### src/core/gpcfg_defs.vh
`ifndef GPCFG_DEFS_VH
`define GPCFG_DEFS_VH

// Register byte addresses; printed offsets are all word aligned
`define GPCFG_ADDR_PORT0 8'h80
`define GPCFG_ADDR_PORT1 8'h90
`define GPCFG_ADDR_PORT2 8'ha0
`define GPCFG_ADDR_PORT3 8'hb0
`define GPCFG_ADDR_SETUP 8'hc0

// Reset values
`define GPCFG_LEVELS_RST 8'hff
`define GPCFG_SETUP_RST 8'h00
`define GPCFG_MODE_RST 3'h0

// Field positions in the indirect pin setup register
`define GPCFG_MODE_HI 7
`define GPCFG_MODE_LO 5
`define GPCFG_DIR_BIT 4
`define GPCFG_LATCH_BIT 3
`define GPCFG_IDX_HI 2
`define GPCFG_IDX_LO 0

// Output mode codes
`define GPCFG_OUT_NORMAL 3'h0
`define GPCFG_OUT_HIGH 3'h3

// Package variants
`define GPCFG_PKG_LARGE 2'h2
`define GPCFG_P3_PINS 7

`endif

### src/core/gpcfg_port.v
// Function
// - Clear latch bit writes mode to pin
// - Set latch bit stores pin index pointer
// - Reads return mode of latched pin
// - Indices 0-6 valid, 7 reserved
// - Port level registers, reset all ones
// - Absent package pins act as reserved
// - Direction bit zero output, one input
// - Output modes only normal or high
// - Latch also saves direction, ignores mode
//
// Local design decision: the Avalon-MM interface to the registers.
`timescale 1ns/1ns
`include "gpcfg_defs.vh"


// Register map, all registers live in byte lane 0:
// 0x80 port 0 levels, 0x90 port 1, 0xa0 port 2, 0xb0 port 3
// 0xc0 indirect pin setup for port 3
// Level registers read the synchronised pin levels,
// and a write sets the level that the pin drives.
// Reading a level register therefore shows the pad, not the latch;
// firmware that wants read-modify-write must keep a shadow copy.
// Setup register write layout:
//   [7:5] function mode to store
//   [4]   direction select, 0 output, 1 input
//   [3]   latch read pointer instead of storing a mode
//   [2:0] pin index, 0 to 6 valid, 7 reserved
// Setup register read layout:
//   [7:5] mode of the latched pin, input modes zero padded
//   [4]   latched direction
//   [2:0] latched pin index
// Bus timing:
//   every access costs exactly one wait cycle, so the master
//   sees waitrequest low on the second edge after it asserts
//   read or write, and the write lands on that same edge.
// Limitations:
//   only lane 0 matters, other lanes are ignored on write
//   and read back as zero;
//   illegal output codes are silently dropped, the previous
//   mode stays in force, and no error is flagged to software.
// Package handling:
//   port 3 setup and levels exist only on the largest package;
//   on the others every index counts as reserved and port 3
//   reads and drives zero.
// Reset:
//   all levels start high, all modes start at zero,
//   the read pointer starts at pin 0, output direction.

module gpcfg_port #(
    parameter [1:0] PACKAGE = 2'h2, // 2 largest, 1 medium, 0 smallest
    parameter [7:0] PORT0_MASK = 8'hff, // Pins present per port
    parameter [7:0] PORT1_MASK = 8'hff,
    parameter [7:0] PORT2_MASK = 8'hff,
    parameter [7:0] PORT3_MASK = 8'h7f
) (
    input wire clk,
    input wire rst_n,
    input wire [7:0] address,
    input wire read,
    input wire write,
    input wire [31:0] writedata,
    input wire [3:0] byteenable,
    output reg [31:0] readdata,
    output reg waitrequest,
    input wire [7:0] port0_pin_in,
    input wire [7:0] port1_pin_in,
    input wire [7:0] port2_pin_in,
    input wire [7:0] port3_pin_in,
    output reg [7:0] port0_pin_out,
    output reg [7:0] port1_pin_out,
    output reg [7:0] port2_pin_out,
    output reg [7:0] port3_pin_out,
    output reg [20:0] port3_out_mode,
    output reg [13:0] port3_in_mode
);

    // Pin sync stages; first stage is read only by the second
    reg [31:0] pin_s1_q;
    // Second stage, the only one logic may read
    reg [31:0] pin_s2_q;
    // Port level registers, one byte per port
    reg [7:0] lvl_q [0:3];
    // Stored output modes per pin
    reg [2:0] out_mode_q [0:6];
    // Stored input modes per pin, kept apart from output modes
    reg [1:0] in_mode_q [0:6];
    // Latched read pointer
    reg [2:0] rd_idx_q;
    // Latched direction for reads
    reg rd_dir_q;
    // Access phase: one wait cycle, then ack
    reg ack_q;

    // Lane 0 of the write data
    wire [7:0] wbyte;
    // Pin index field of a setup write
    wire [2:0] w_idx;
    // Direction field of a setup write
    wire w_dir;
    // Pointer latch field of a setup write
    wire w_latch;
    // Mode field of a setup write
    wire [2:0] w_mode;
    // High when port 3 exists on this package
    wire p3_present;
    // Write index names a real pin
    wire w_idx_ok;
    // Latched index names a real pin
    wire rd_idx_ok;
    // Write commits this edge
    wire do_wr;
    // Present pins per port
    wire [7:0] pin_mask [0:3];
    // Loop index, synthesis unrolls it
    integer i;

    assign wbyte = writedata[7:0];
    assign w_idx = wbyte[`GPCFG_IDX_HI:`GPCFG_IDX_LO];
    assign w_dir = wbyte[`GPCFG_DIR_BIT];
    assign w_latch = wbyte[`GPCFG_LATCH_BIT];
    assign w_mode = wbyte[`GPCFG_MODE_HI:`GPCFG_MODE_LO];
    // Port 3 config exists only on the largest package
    assign p3_present = (PACKAGE == `GPCFG_PKG_LARGE);
    assign w_idx_ok = p3_present && (w_idx != 3'h7);
    assign rd_idx_ok = p3_present && (rd_idx_q != 3'h7);
    // Write commits on the ack cycle, when waitrequest is low
    assign do_wr = write && ack_q && byteenable[0];
    // Masks of present pins; absent port 3 is all zero
    assign pin_mask[0] = PORT0_MASK;
    assign pin_mask[1] = PORT1_MASK;
    assign pin_mask[2] = PORT2_MASK;
    assign pin_mask[3] = p3_present ? PORT3_MASK : 8'h00;

    // Two flop synchroniser for pin levels
    // Pins are asynchronous; a bare read could go metastable
    always @(posedge clk or negedge rst_n) begin
        if (!rst_n) begin
            pin_s1_q <= 32'h0;
            pin_s2_q <= 32'h0;
        end else begin
            pin_s1_q <= {port3_pin_in, port2_pin_in, port1_pin_in, port0_pin_in};
            pin_s2_q <= pin_s1_q;
        end
    end

    // Handshake: every access waits one cycle, then completes
    // Waitrequest is its own flop so the bus sees a clean output
    always @(posedge clk or negedge rst_n) begin
        if (!rst_n) begin
            ack_q <= 1'b0;
            waitrequest <= 1'b1;
        end else begin
            // Ack cycle follows the first cycle of a request
            ack_q <= (read || write) && !ack_q;
            // Low exactly while ack_q is high
            waitrequest <= !((read || write) && !ack_q);
        end
    end

    // Port level registers
    always @(posedge clk or negedge rst_n) begin
        if (!rst_n) begin
            for (i = 0; i < 4; i = i + 1) begin
                lvl_q[i] <= `GPCFG_LEVELS_RST;
            end
        end else if (do_wr) begin
            case (address)
                `GPCFG_ADDR_PORT0: lvl_q[0] <= wbyte;
                `GPCFG_ADDR_PORT1: lvl_q[1] <= wbyte;
                `GPCFG_ADDR_PORT2: lvl_q[2] <= wbyte;
                `GPCFG_ADDR_PORT3: lvl_q[3] <= wbyte;
                default: begin
                    // Other addresses leave the levels alone
                end
            endcase
        end
    end

    // Indirect pin setup: latch pointer or update one pin config
    always @(posedge clk or negedge rst_n) begin
        if (!rst_n) begin
            rd_idx_q <= 3'h0;
            rd_dir_q <= 1'b0;
            for (i = 0; i < 7; i = i + 1) begin
                out_mode_q[i] <= `GPCFG_MODE_RST;
                in_mode_q[i] <= 2'h0;
            end
        end else if (do_wr && address == `GPCFG_ADDR_SETUP) begin
            if (w_latch) begin
                // Mode field ignored on a pointer write
                // A reserved index may be latched; reads then give mode 0
                rd_idx_q <= w_idx;
                rd_dir_q <= w_dir;
            end else if (w_idx_ok) begin
                // Only the chosen direction of the chosen pin changes
                if (w_dir) begin
                    // Input modes use only two bits of the field
                    in_mode_q[w_idx] <= w_mode[1:0];
                end else if (w_mode == `GPCFG_OUT_NORMAL || w_mode == `GPCFG_OUT_HIGH) begin
                    // Illegal output codes are dropped so the pad never sees them
                    out_mode_q[w_idx] <= w_mode;
                end
            end
        end
    end

    // Read data, registered so it stands on the ack edge
    always @(posedge clk or negedge rst_n) begin
        if (!rst_n) begin
            readdata <= 32'h0;
        end else begin
            readdata <= 32'h0;
            if (read && !ack_q) begin
                case (address)
                    // Level reads show the synchronised pads
                    `GPCFG_ADDR_PORT0: readdata[7:0] <= pin_s2_q[7:0] & pin_mask[0];
                    `GPCFG_ADDR_PORT1: readdata[7:0] <= pin_s2_q[15:8] & pin_mask[1];
                    `GPCFG_ADDR_PORT2: readdata[7:0] <= pin_s2_q[23:16] & pin_mask[2];
                    `GPCFG_ADDR_PORT3: readdata[7:0] <= pin_s2_q[31:24] & pin_mask[3];
                    `GPCFG_ADDR_SETUP: begin
                        // Reserved pointer reads back zero mode
                        if (rd_idx_ok && rd_dir_q) begin
                            readdata[7:5] <= {1'b0, in_mode_q[rd_idx_q]};
                        end else if (rd_idx_ok) begin
                            readdata[7:5] <= out_mode_q[rd_idx_q];
                        end
                        readdata[4] <= rd_dir_q;
                        readdata[2:0] <= rd_idx_q;
                    end
                    default: readdata <= 32'h0;
                endcase
            end
        end
    end

    // Pin drive and mode outputs, absent pins held at zero
    // One extra flop stage keeps every top output straight from a flop
    always @(posedge clk or negedge rst_n) begin
        if (!rst_n) begin
            port0_pin_out <= `GPCFG_LEVELS_RST & PORT0_MASK;
            port1_pin_out <= `GPCFG_LEVELS_RST & PORT1_MASK;
            port2_pin_out <= `GPCFG_LEVELS_RST & PORT2_MASK;
            // Port 3 starts low until the mask applies on the first edge
            port3_pin_out <= 8'h00;
            port3_out_mode <= 21'h0;
            port3_in_mode <= 14'h0;
        end else begin
            port0_pin_out <= lvl_q[0] & pin_mask[0];
            port1_pin_out <= lvl_q[1] & pin_mask[1];
            port2_pin_out <= lvl_q[2] & pin_mask[2];
            port3_pin_out <= lvl_q[3] & pin_mask[3];
            // Flatten the per pin modes onto the pad control buses
            for (i = 0; i < 7; i = i + 1) begin
                port3_out_mode[3*i +: 3] <= out_mode_q[i];
                port3_in_mode[2*i +: 2] <= in_mode_q[i];
            end
        end
    end

endmodule // gpcfg_port

### config.mk
export PLATFORM = sky130hd
export DESIGN_NAME = gpcfg_port
export DESIGN_NICKNAME = d
export VERILOG_FILES = /design/src/core/gpcfg_port.v
export VERILOG_INCLUDE_DIRS = /design/src /design/src/core
export SDC_FILE = /design/constraint.sdc
export NUM_CORES = 1
export LEC_CHECK = 0
export ABC_CLOCK_PERIOD_IN_PS = 2430
export BUFFER_PORTS_ARGS = -buffer_cell sky130_fd_sc_hd__buf_2
export CORE_ASPECT_RATIO = 1.2
export CORE_UTILIZATION = 52
export DETAILED_ROUTE_END_ITERATION = 10
export PLACE_DENSITY = 0.81
export SLEW_MARGIN = 15
export SYNTH_ARGS = -nofsm -noshare
export SYNTH_HDL_FRONTEND = slang
export SYNTH_SLANG_ARGS = --single-unit
### constraint.sdc
create_clock -name clk -period 2.43 [get_ports clk]
set_input_delay 0.1215 -clock clk [delete_from_list [all_inputs] [get_ports clk]]
set_output_delay 0.1215 -clock clk [all_outputs]
set_load 0.01 [all_outputs]
==> key figures, run 1 <==
Place
  – Cell area after placement: 7910 um^2
  – Final weighted congestion in routability-driven placement: between 0.7 and 0.8
  – Detailed placement HPWL: 8700 um
  – Input/output buffers: 126

Setup path
  – Data required time of the worst path: roughly 2.8 ns
  – Source of the worst register-to-register timing path: ack_q
  – Crit Path Category: reg2reg
  – Kind of start point of the critical path: register
  – Logic depth of the worst register-to-register path: 5
  – Register-to-register setup slack: 0.23 ns
  – Arrival time reported for the critical path endpoint: 2.57 ns
  – Destination of the worst register-to-register timing path: out_mode_q[18]
  – Max Fanout on Critical Path: 8
  – Critical Path Sink Type: register

Detailed routing
  – Average wire per cell in the routed design: 17.6 um
  – Via-per-instance ratio: just under 5
  – Number of routed nets with antenna violations: 0
  – Number of vias in the routed layout: 3,807
  – Total routed wirelength: 13,700 um
  – Initial DRC count: 183
  – Total DRC errors in the routed layout: 0
  – Iteration count of the initial detailed-routing pass: 4

STA
  – Post-Route Skew: 0.0201 ns
  – Post-route minimum period: 2.20 ns
  – Count of final max-slew check failures: 0
  – Final Hold Slack: 0.0257 ns
  – Worst-Margin Slew: 0.654 ns
  – RSZ-0062 raised after global routing: false
  – Setup TNS: 0 ns
  – Number of failing setup endpoints in the final timing report: 0
  – Achievable Freq: 0.454 GHz
  – Hold violation count in the final report: 0
  – Remaining max-slew budget at the tightest pin: 0.564
  – Post-route fraction of the period consumed by the critical path: 0.906

Hold path
  – Min-delay worst type: in2reg
  – WHS Endpoint: lvl_q[10]
  – Min-Delay Startpoint: writedata[2]
  – Number of stages on the worst hold path: 2

Run status
  – Status: finished, final reports clean

CTS
  – Clock latency of the later-clocked register in the worst-skew pair: 0.49 ns
  – TritonCTS clock tree: built
  – Number of H-tree levels: 1
  – Total of cells resized after clock tree synthesis: 0
  – Clock-pin slew reported for the worst setup and hold paths after clock tree synthesis: 0.06 ns
  – Buffer cell driving the clock tree root: clkbuf_16
  – TritonCTS Buffers: 21
  – Number of buffers between clock root and the deepest sink: 3
  – Clock Sinks: 208
  – Number of setup buffers added after CTS: 0

Floorplan
  – Die Y-Extent: 130 um
  – Placeable core region: 13,300 um^2
  – Row cnt: 46
  – Die X-Extent: 109 um
  – Overall die area: 14,200 um^2
  – Starting utilization of the core area: 0.538
  – IO Count: 180

Logic synthesis
  – Proportion of synthesized chip area in sequential cells: 0.737
  – Cells after synthesis: 421
  – Cell area after synthesis: 7150 um^2
  – Synthesized area per cell: 17.0 um^2
  – #FFs+latches synth: 208
  – Leading post-synthesis cells by instance count: dfrtp_1 (152), mux2_2 (62), dfstp_2 (56), buf_4 (25)
  – Async S/R FF share, synth: 1.00
  – EDFF count, synth: 0
  – Synth area leader: dfrtp_1
  – Most frequent cell after synthesis: dfrtp_1
  – Most used flip-flop cell after synthesis: dfrtp_1
  – Syn. warnings: 0
  – Distinct cells, synth: 40
  – Area contributors post-synth: dfrtp_1 (53%), dfstp_2 (21%), mux2_2 (9.8%)
  – Fraction of post-synthesis cell area in the top cell type by area: 0.532

Global route
  – Largest net degree at the start of global routing: 88
  – Vias in the first global route: 4,035
  – First-pass GRT wire length: between 20,000 and 25,000 um
  – Antenna violations before repair: 0
  – Overall track demand over capacity in global routing: 0.201
  – Remaining global-route overflow: 0

Power
  – Total power density per cell area: 799 nW/um^2
  – P_leak: 0.00444 uW
  – Peak supply drop: 0.591 mV

Cells and area
  – Share of cells above drive strength 1: 0.507
  – Number of nets at the end of the flow: 678
  – Growth of design area from synthesis to finish: 26.1%
  – Fin area: about 9000 um^2
  – Antenna diode instance count: 0
  – Fill cell count: 863

Job
  – Number of max-capacitance violations reported: 0
==> worst max-delay path by stage <==
| stage | start | to | slack (ns) | cells after the start |
|---|---|---|---|---|
| final | ack_q | out_mode_q[18] | 0.23 | 5 |
| after floorplan | ack_q | in_mode_q[0] | 0.46 | 6 |
| after detailed placement | ack_q | out_mode_q[19] | 0.28 | 5 |
| after CTS | ack_q | out_mode_q[18] | 0.27 | 5 |
| after global routing | ack_q | out_mode_q[18] | 0.16 | 5 |
| after global placement | ack_q | out_mode_q[6] | 0.31 | 5 |
==> worst max-delay path, cell delays in order, from the launching register on <==
cell and delay (ns):
dfrtp_1 0.37, and4b_1 0.23, nand3_2 0.13, or4_4 0.50
nor3_1 0.47, mux2_2 0.40
==> metrics by stage <==
step / util / setup slack [ns] / total power, uW / instances
after CTS: 0.679 / 0.267 / 7250 / 779
after global placement: 0.595 / 0.312 / 3870 / 704
final: 0.679 / 0.229 / 7210 / 779
after floorplan: - / 0.461 / 3750 / 445
after global routing: 0.679 / 0.160 / 7460 / 779
after detailed placement: 0.595 / 0.278 / 3890 / 704
==> sequential cells by signal, indices dropped and copies added (netlist names) <==
signal          flops
ack_q               1
in_mode_q          14
lvl_q              31
out_mode_q         21
pin_s1_q           31
pin_s2_q           31
port0_pin_out       8
port1_pin_out       8
port2_pin_out       8
port3_in_mode      14
port3_out_mode     21
port3_pin_out       7
rd_dir_q            1
rd_idx_q            3
readdata            8
waitrequest         1
==> power by group <==
part           switching (uW)  internal (uW)
logic                     171            131
clock network            1230           2100
registers                25.1           3550
==> cells by family after synthesis <==
kind of cell              share of synthesized area
DFF                                           0.737
muxes                                         0.148
and+or+nand+nor                              0.0589
buffers and inverters                        0.0381
AOI/OAI and AO/OA                            0.0154
xor gates and xnor gates                    0.00122
other                                      0.000524
==> layout by cell type, fill, tap and decap left out, types with 4 or more instances in the layout <==
cell type,synthesis,layout
a21oi_1,6,6
nand2b_1,4,4
conb_1,1,25
clkbuf_16,0,21
mux4_2,13,13
bufinv_16,0,4
buf_2,2,125
nor2_1,14,14
clkbuf_8,0,4
buf_4,25,4
mux2i_1,4,4
inv_1,4,4
dfstp_2,56,56
or2_2,6,6
nand2_1,5,5
dfrtp_1,152,152
dlygate4sd3_1,0,39
nor2b_1,14,14
mux2_2,62,62
nor3_1,8,8
==> repair_timing <==
action	CTS	global route
hold buffers	39	0
endpoints found under the setup margin	0	0
endpoints found under the hold margin	128	0
==> metal layers <==
metal	up-vias	share of wire	global-route usage
met5	-	0	0
li1	1740	-	-
met4	0	0.018	0.0580
met1	1915	0.39	0.247
met3	21	0.060	0.0402
met2	131	0.53	0.359
==> final cells by class <==
class                   instances  area, um^2  area share
inverters                       4        15.0     0.00166
flip-flops and latches        208        5280       0.585
multi-input cells             192        1700       0.188
clock buffers                  26         574      0.0637
well taps                     168         210      0.0233
repair buffers                171        1100       0.122
clock inverters                10         151      0.0168
(Power assumes the default switching activity.)
==> inputs of run 2 (changes only) <==
Settings changed: ABC_CLOCK_PERIOD_IN_PS 2430 to 2500, CORE_UTILIZATION 52 to 50, PLACE_DENSITY 0.81 to 0.79.
Clock period 2.43 ns to 2.5 ns, I/O delays scaled along.
==> run 2 against run 1 <==
Net effect:
- the flow now finishes with violations (DRC)
- die area grew 3.9%
- clock-buffer cell count shrank 3
- sequential cell count is the same
- cell count grew 0.13%
- worst setup slack gained 0.060 ns
- clock skew shrank 0.013 ns
- routed wire length shrank 0.20%
- final area shrank 1.1%
- core utilization shrank 3.6 points
- worst hold slack lost 0.0055 ns
- combinational power shrank 3%
- maximum frequency shrank 0.45%
- critical endpoint is now out_mode_q[6]
- largest power group unchanged
==> key figures, run 2 (same netlist as run 1, synthesis figures left out) <==
Cells and area
  – Storage cell area: 5280 um^2 (unchanged)
  – Share of cells above drive strength 1: 0.506 (-0.00162)
  – Count of placed standard cells in the final layout, fillers left out: 780 (+0.13%)
  – Fin area: 8920 um^2 (-1.1%)
  – Growth of design area from synthesis to finish: 24.7%
  – Largest registers: lvl_q: 31 flops, pin_s1_q: 31 flops, pin_s2_q: 31 flops
  – Commonest non-fill, non-tap cell in the layout: dfrtp_1
  – Number of nets at the end of the flow: 677 (-0.15%)
  – Fill cell count: 973 (+13%)
  – Commonest cells after routing, fill and taps aside: dfrtp_1 (152), buf_2 (125), mux2_2 (62), dfstp_2 (56), dlygate4sd3_1 (39)
  – Fraction of the core area covered by cells at the end of the flow: 0.643 (-0.0358)
  – Antenna diode instance count: 0 (unchanged)
  – Footprint of the multi-input gates: 1700 um^2 (unchanged)

Floorplan
  – Starting utilization of the core area: 0.515 (-0.0226)
  – IO Count: 180 (unchanged)
  – Placeable core region: 13,900 um^2 (+4.4%)
  – Die Y-Extent: 133 um (+2.0%)
  – Row cnt: 47 (+2.2%)
  – Die X-Extent: 111 um (+1.9%)
  – Overall die area: 14,800 um^2 (+3.9%)

Detailed routing
  – Number of vias in the routed layout: 3,896 (+2.3%)
  – Total DRC errors in the routed layout: 10 (+10)
  – Iteration count of the initial detailed-routing pass: 7 (+3)
  – Total routed wirelength: 13,700 um (-0.20%)
  – Average wire per cell in the routed design: 17.6 um (-0.32%)
  – Number of routed nets with antenna violations: 0 (unchanged)
  – Via-per-instance ratio: 4.99 (+2.2%)
  – Initial DRC count: 177 (-3.3%)

Power
  – Peak supply drop: 0.609 mV (+3.1%)
  – Total power density per cell area: 740 nW/um^2 (-7.4%)
  – P_leak: 0.00439 uW (-1.2%)

Global route
  – Remaining global-route overflow: 0 (unchanged)
  – Antenna violations before repair: 0 (unchanged)
  – First-pass GRT wire length: 22,500 um (+5.3%)
  – Overall track demand over capacity in global routing: 0.197 (-0.00426)
  – Largest net degree at the start of global routing: 87 (-1.1%)
  – Vias in the first global route: 4,272 (+5.9%)

CTS
  – Cts-stage hold buffer count: 39 (unchanged)
  – Clock Sinks: 208 (unchanged)
  – TritonCTS clock tree: built
  – Clock latency of the later-clocked register in the worst-skew pair: 0.47 ns (-0.02 ns)
  – Total of cells resized after clock tree synthesis: 0 (unchanged)
  – Number of setup buffers added after CTS: 0 (unchanged)
  – TritonCTS Buffers: 19 (-9.5%)
  – Clock-pin slew reported for the worst setup and hold paths after clock tree synthesis: 0.06 ns (about the same)
  – Number of buffers between clock root and the deepest sink: 3 (unchanged)
  – Buffer cell driving the clock tree root: clkbuf_16
  – Number of H-tree levels: 1 (unchanged)

STA
  – Worst-Margin Slew: 0.659 ns (+0.00520 ns)
  – Count of final max-slew check failures: 0 (unchanged)
  – Remaining max-slew budget at the tightest pin: 0.560 (-0.00347)
  – Number of failing setup endpoints in the final timing report: 0 (unchanged)
  – RSZ-0062 raised after global routing: false
  – Hold violation count in the final report: 0 (unchanged)
  – Setup TNS: 0 ns (unchanged)
  – Post-route minimum period: 2.21 ns (+0.00998 ns)
  – Achievable Freq: 0.452 GHz (-0.45%)
  – Post-Route Skew: 0.00679 ns (-0.0133 ns)
  – Post-route fraction of the period consumed by the critical path: 0.884 (-0.0214)

Place
  – Final weighted congestion in routability-driven placement: 0.814 (+5.0%)
  – Cell area after placement: 7920 um^2 (+0.14%)
  – Cells after DPL: 708 (+0.57%)
  – Input/output buffers: 126 (unchanged)
  – Detailed placement HPWL: 9110 um (+4.7%)

Setup path
  – Kind of start point of the critical path: register
  – Crit Path Category: reg2reg
  – Data required time of the worst path: 2.86 ns (+0.06 ns)
  – Source of the worst register-to-register timing path: ack_q
  – Max Fanout on Critical Path: 8 (unchanged)
  – Critical Path Sink Type: register
  – Arrival time reported for the critical path endpoint: 2.57 ns (about the same)
  – CP startpoint: ack_q

Hold path
  – Min-delay worst type: in2reg
  – Min-Delay Startpoint: writedata[2]

Job
  – Number of max-capacitance violations reported: 0 (unchanged)

Run status
  – Violations in the final reports: DRC
  – Status: complete, but fails checks
## run 2: cell count changes in the layout (fill, tap and decap cells not counted), moves of 2 or more
cell	delta
bufinv_16	-2
clkbuf_16	-2
clkbuf_8	-2
clkinv_4	+2
## run 2: through the flow
| stage | hold slack (ns) | setup WS (ns) | power [uW] |
|---|---|---|---|
| 2_1_floorplan | -0.171 | 0.531 | 3650 |
| 3_3_place_gp | 0.206 | 0.365 | 3770 |
| 3_5_place_dp | 0.220 | 0.307 | 3780 |
| 4_1_cts | 0.0171 | 0.286 | 6650 |
| 5_1_grt | 0.0381 | 0.139 | 6860 |
| 6_report | 0.0202 | 0.289 | 6600 |
## run 2: power by group
part           switching, uW  internal, uW  total, uW  leakage, uW
Sequential              23.2          3450       3470      0.00256
Clock                   1190          1650       2830     0.000299
Combinational            166           128        294      0.00153
Total                   1380          5220       6600      0.00439
## run 2: worst paths after layout
| check | to | slack (ns) | depth (start not counted) |
|---|---|---|---|
| setup / recovery | out_mode_q[6] | 0.29 | 5 |
| hold / removal | lvl_q[2] | 0.02 | 2 |
| setup reg to reg | out_mode_q[6] | 0.29 | 5 |
| hold reg to reg | pin_s2_q[5] | 0.35 | 0 |
| max in group asynchronous | in_mode_q[2] | 1.34 | 3 |
| min in group asynchronous | pin_s2_q[19] | 0.27 | 2 |
## run 2: critical path, cell delays in order (launching register included)
cell and delay, ns:
dfrtp_1 0.37, and4b_1 0.22, nand3_2 0.13, or4_4 0.51
nor3_1 0.46, mux2_2 0.40
## run 2: area by class of cell
| type | count | share of cell area |
|---|---|---|
| timing repair buffer | 172 | 0.124 |
| inverter | 4 | 0.00168 |
| multi-input combinational | 192 | 0.190 |
| sequential | 208 | 0.591 |
| clock inverter | 10 | 0.0126 |
| clock buffer | 23 | 0.0561 |
| tap | 171 | 0.0240 |
## run 2: layer usage
metal | share of wire | vias up | GRT usage
li1 | - | 1751 | -
met1 | 0.38 | 1999 | 0.232
met2 | 0.55 | 118 | 0.361
met3 | 0.053 | 28 | 0.0403
met4 | 0.024 | 0 | 0.0601
met5 | 0 | - | 0
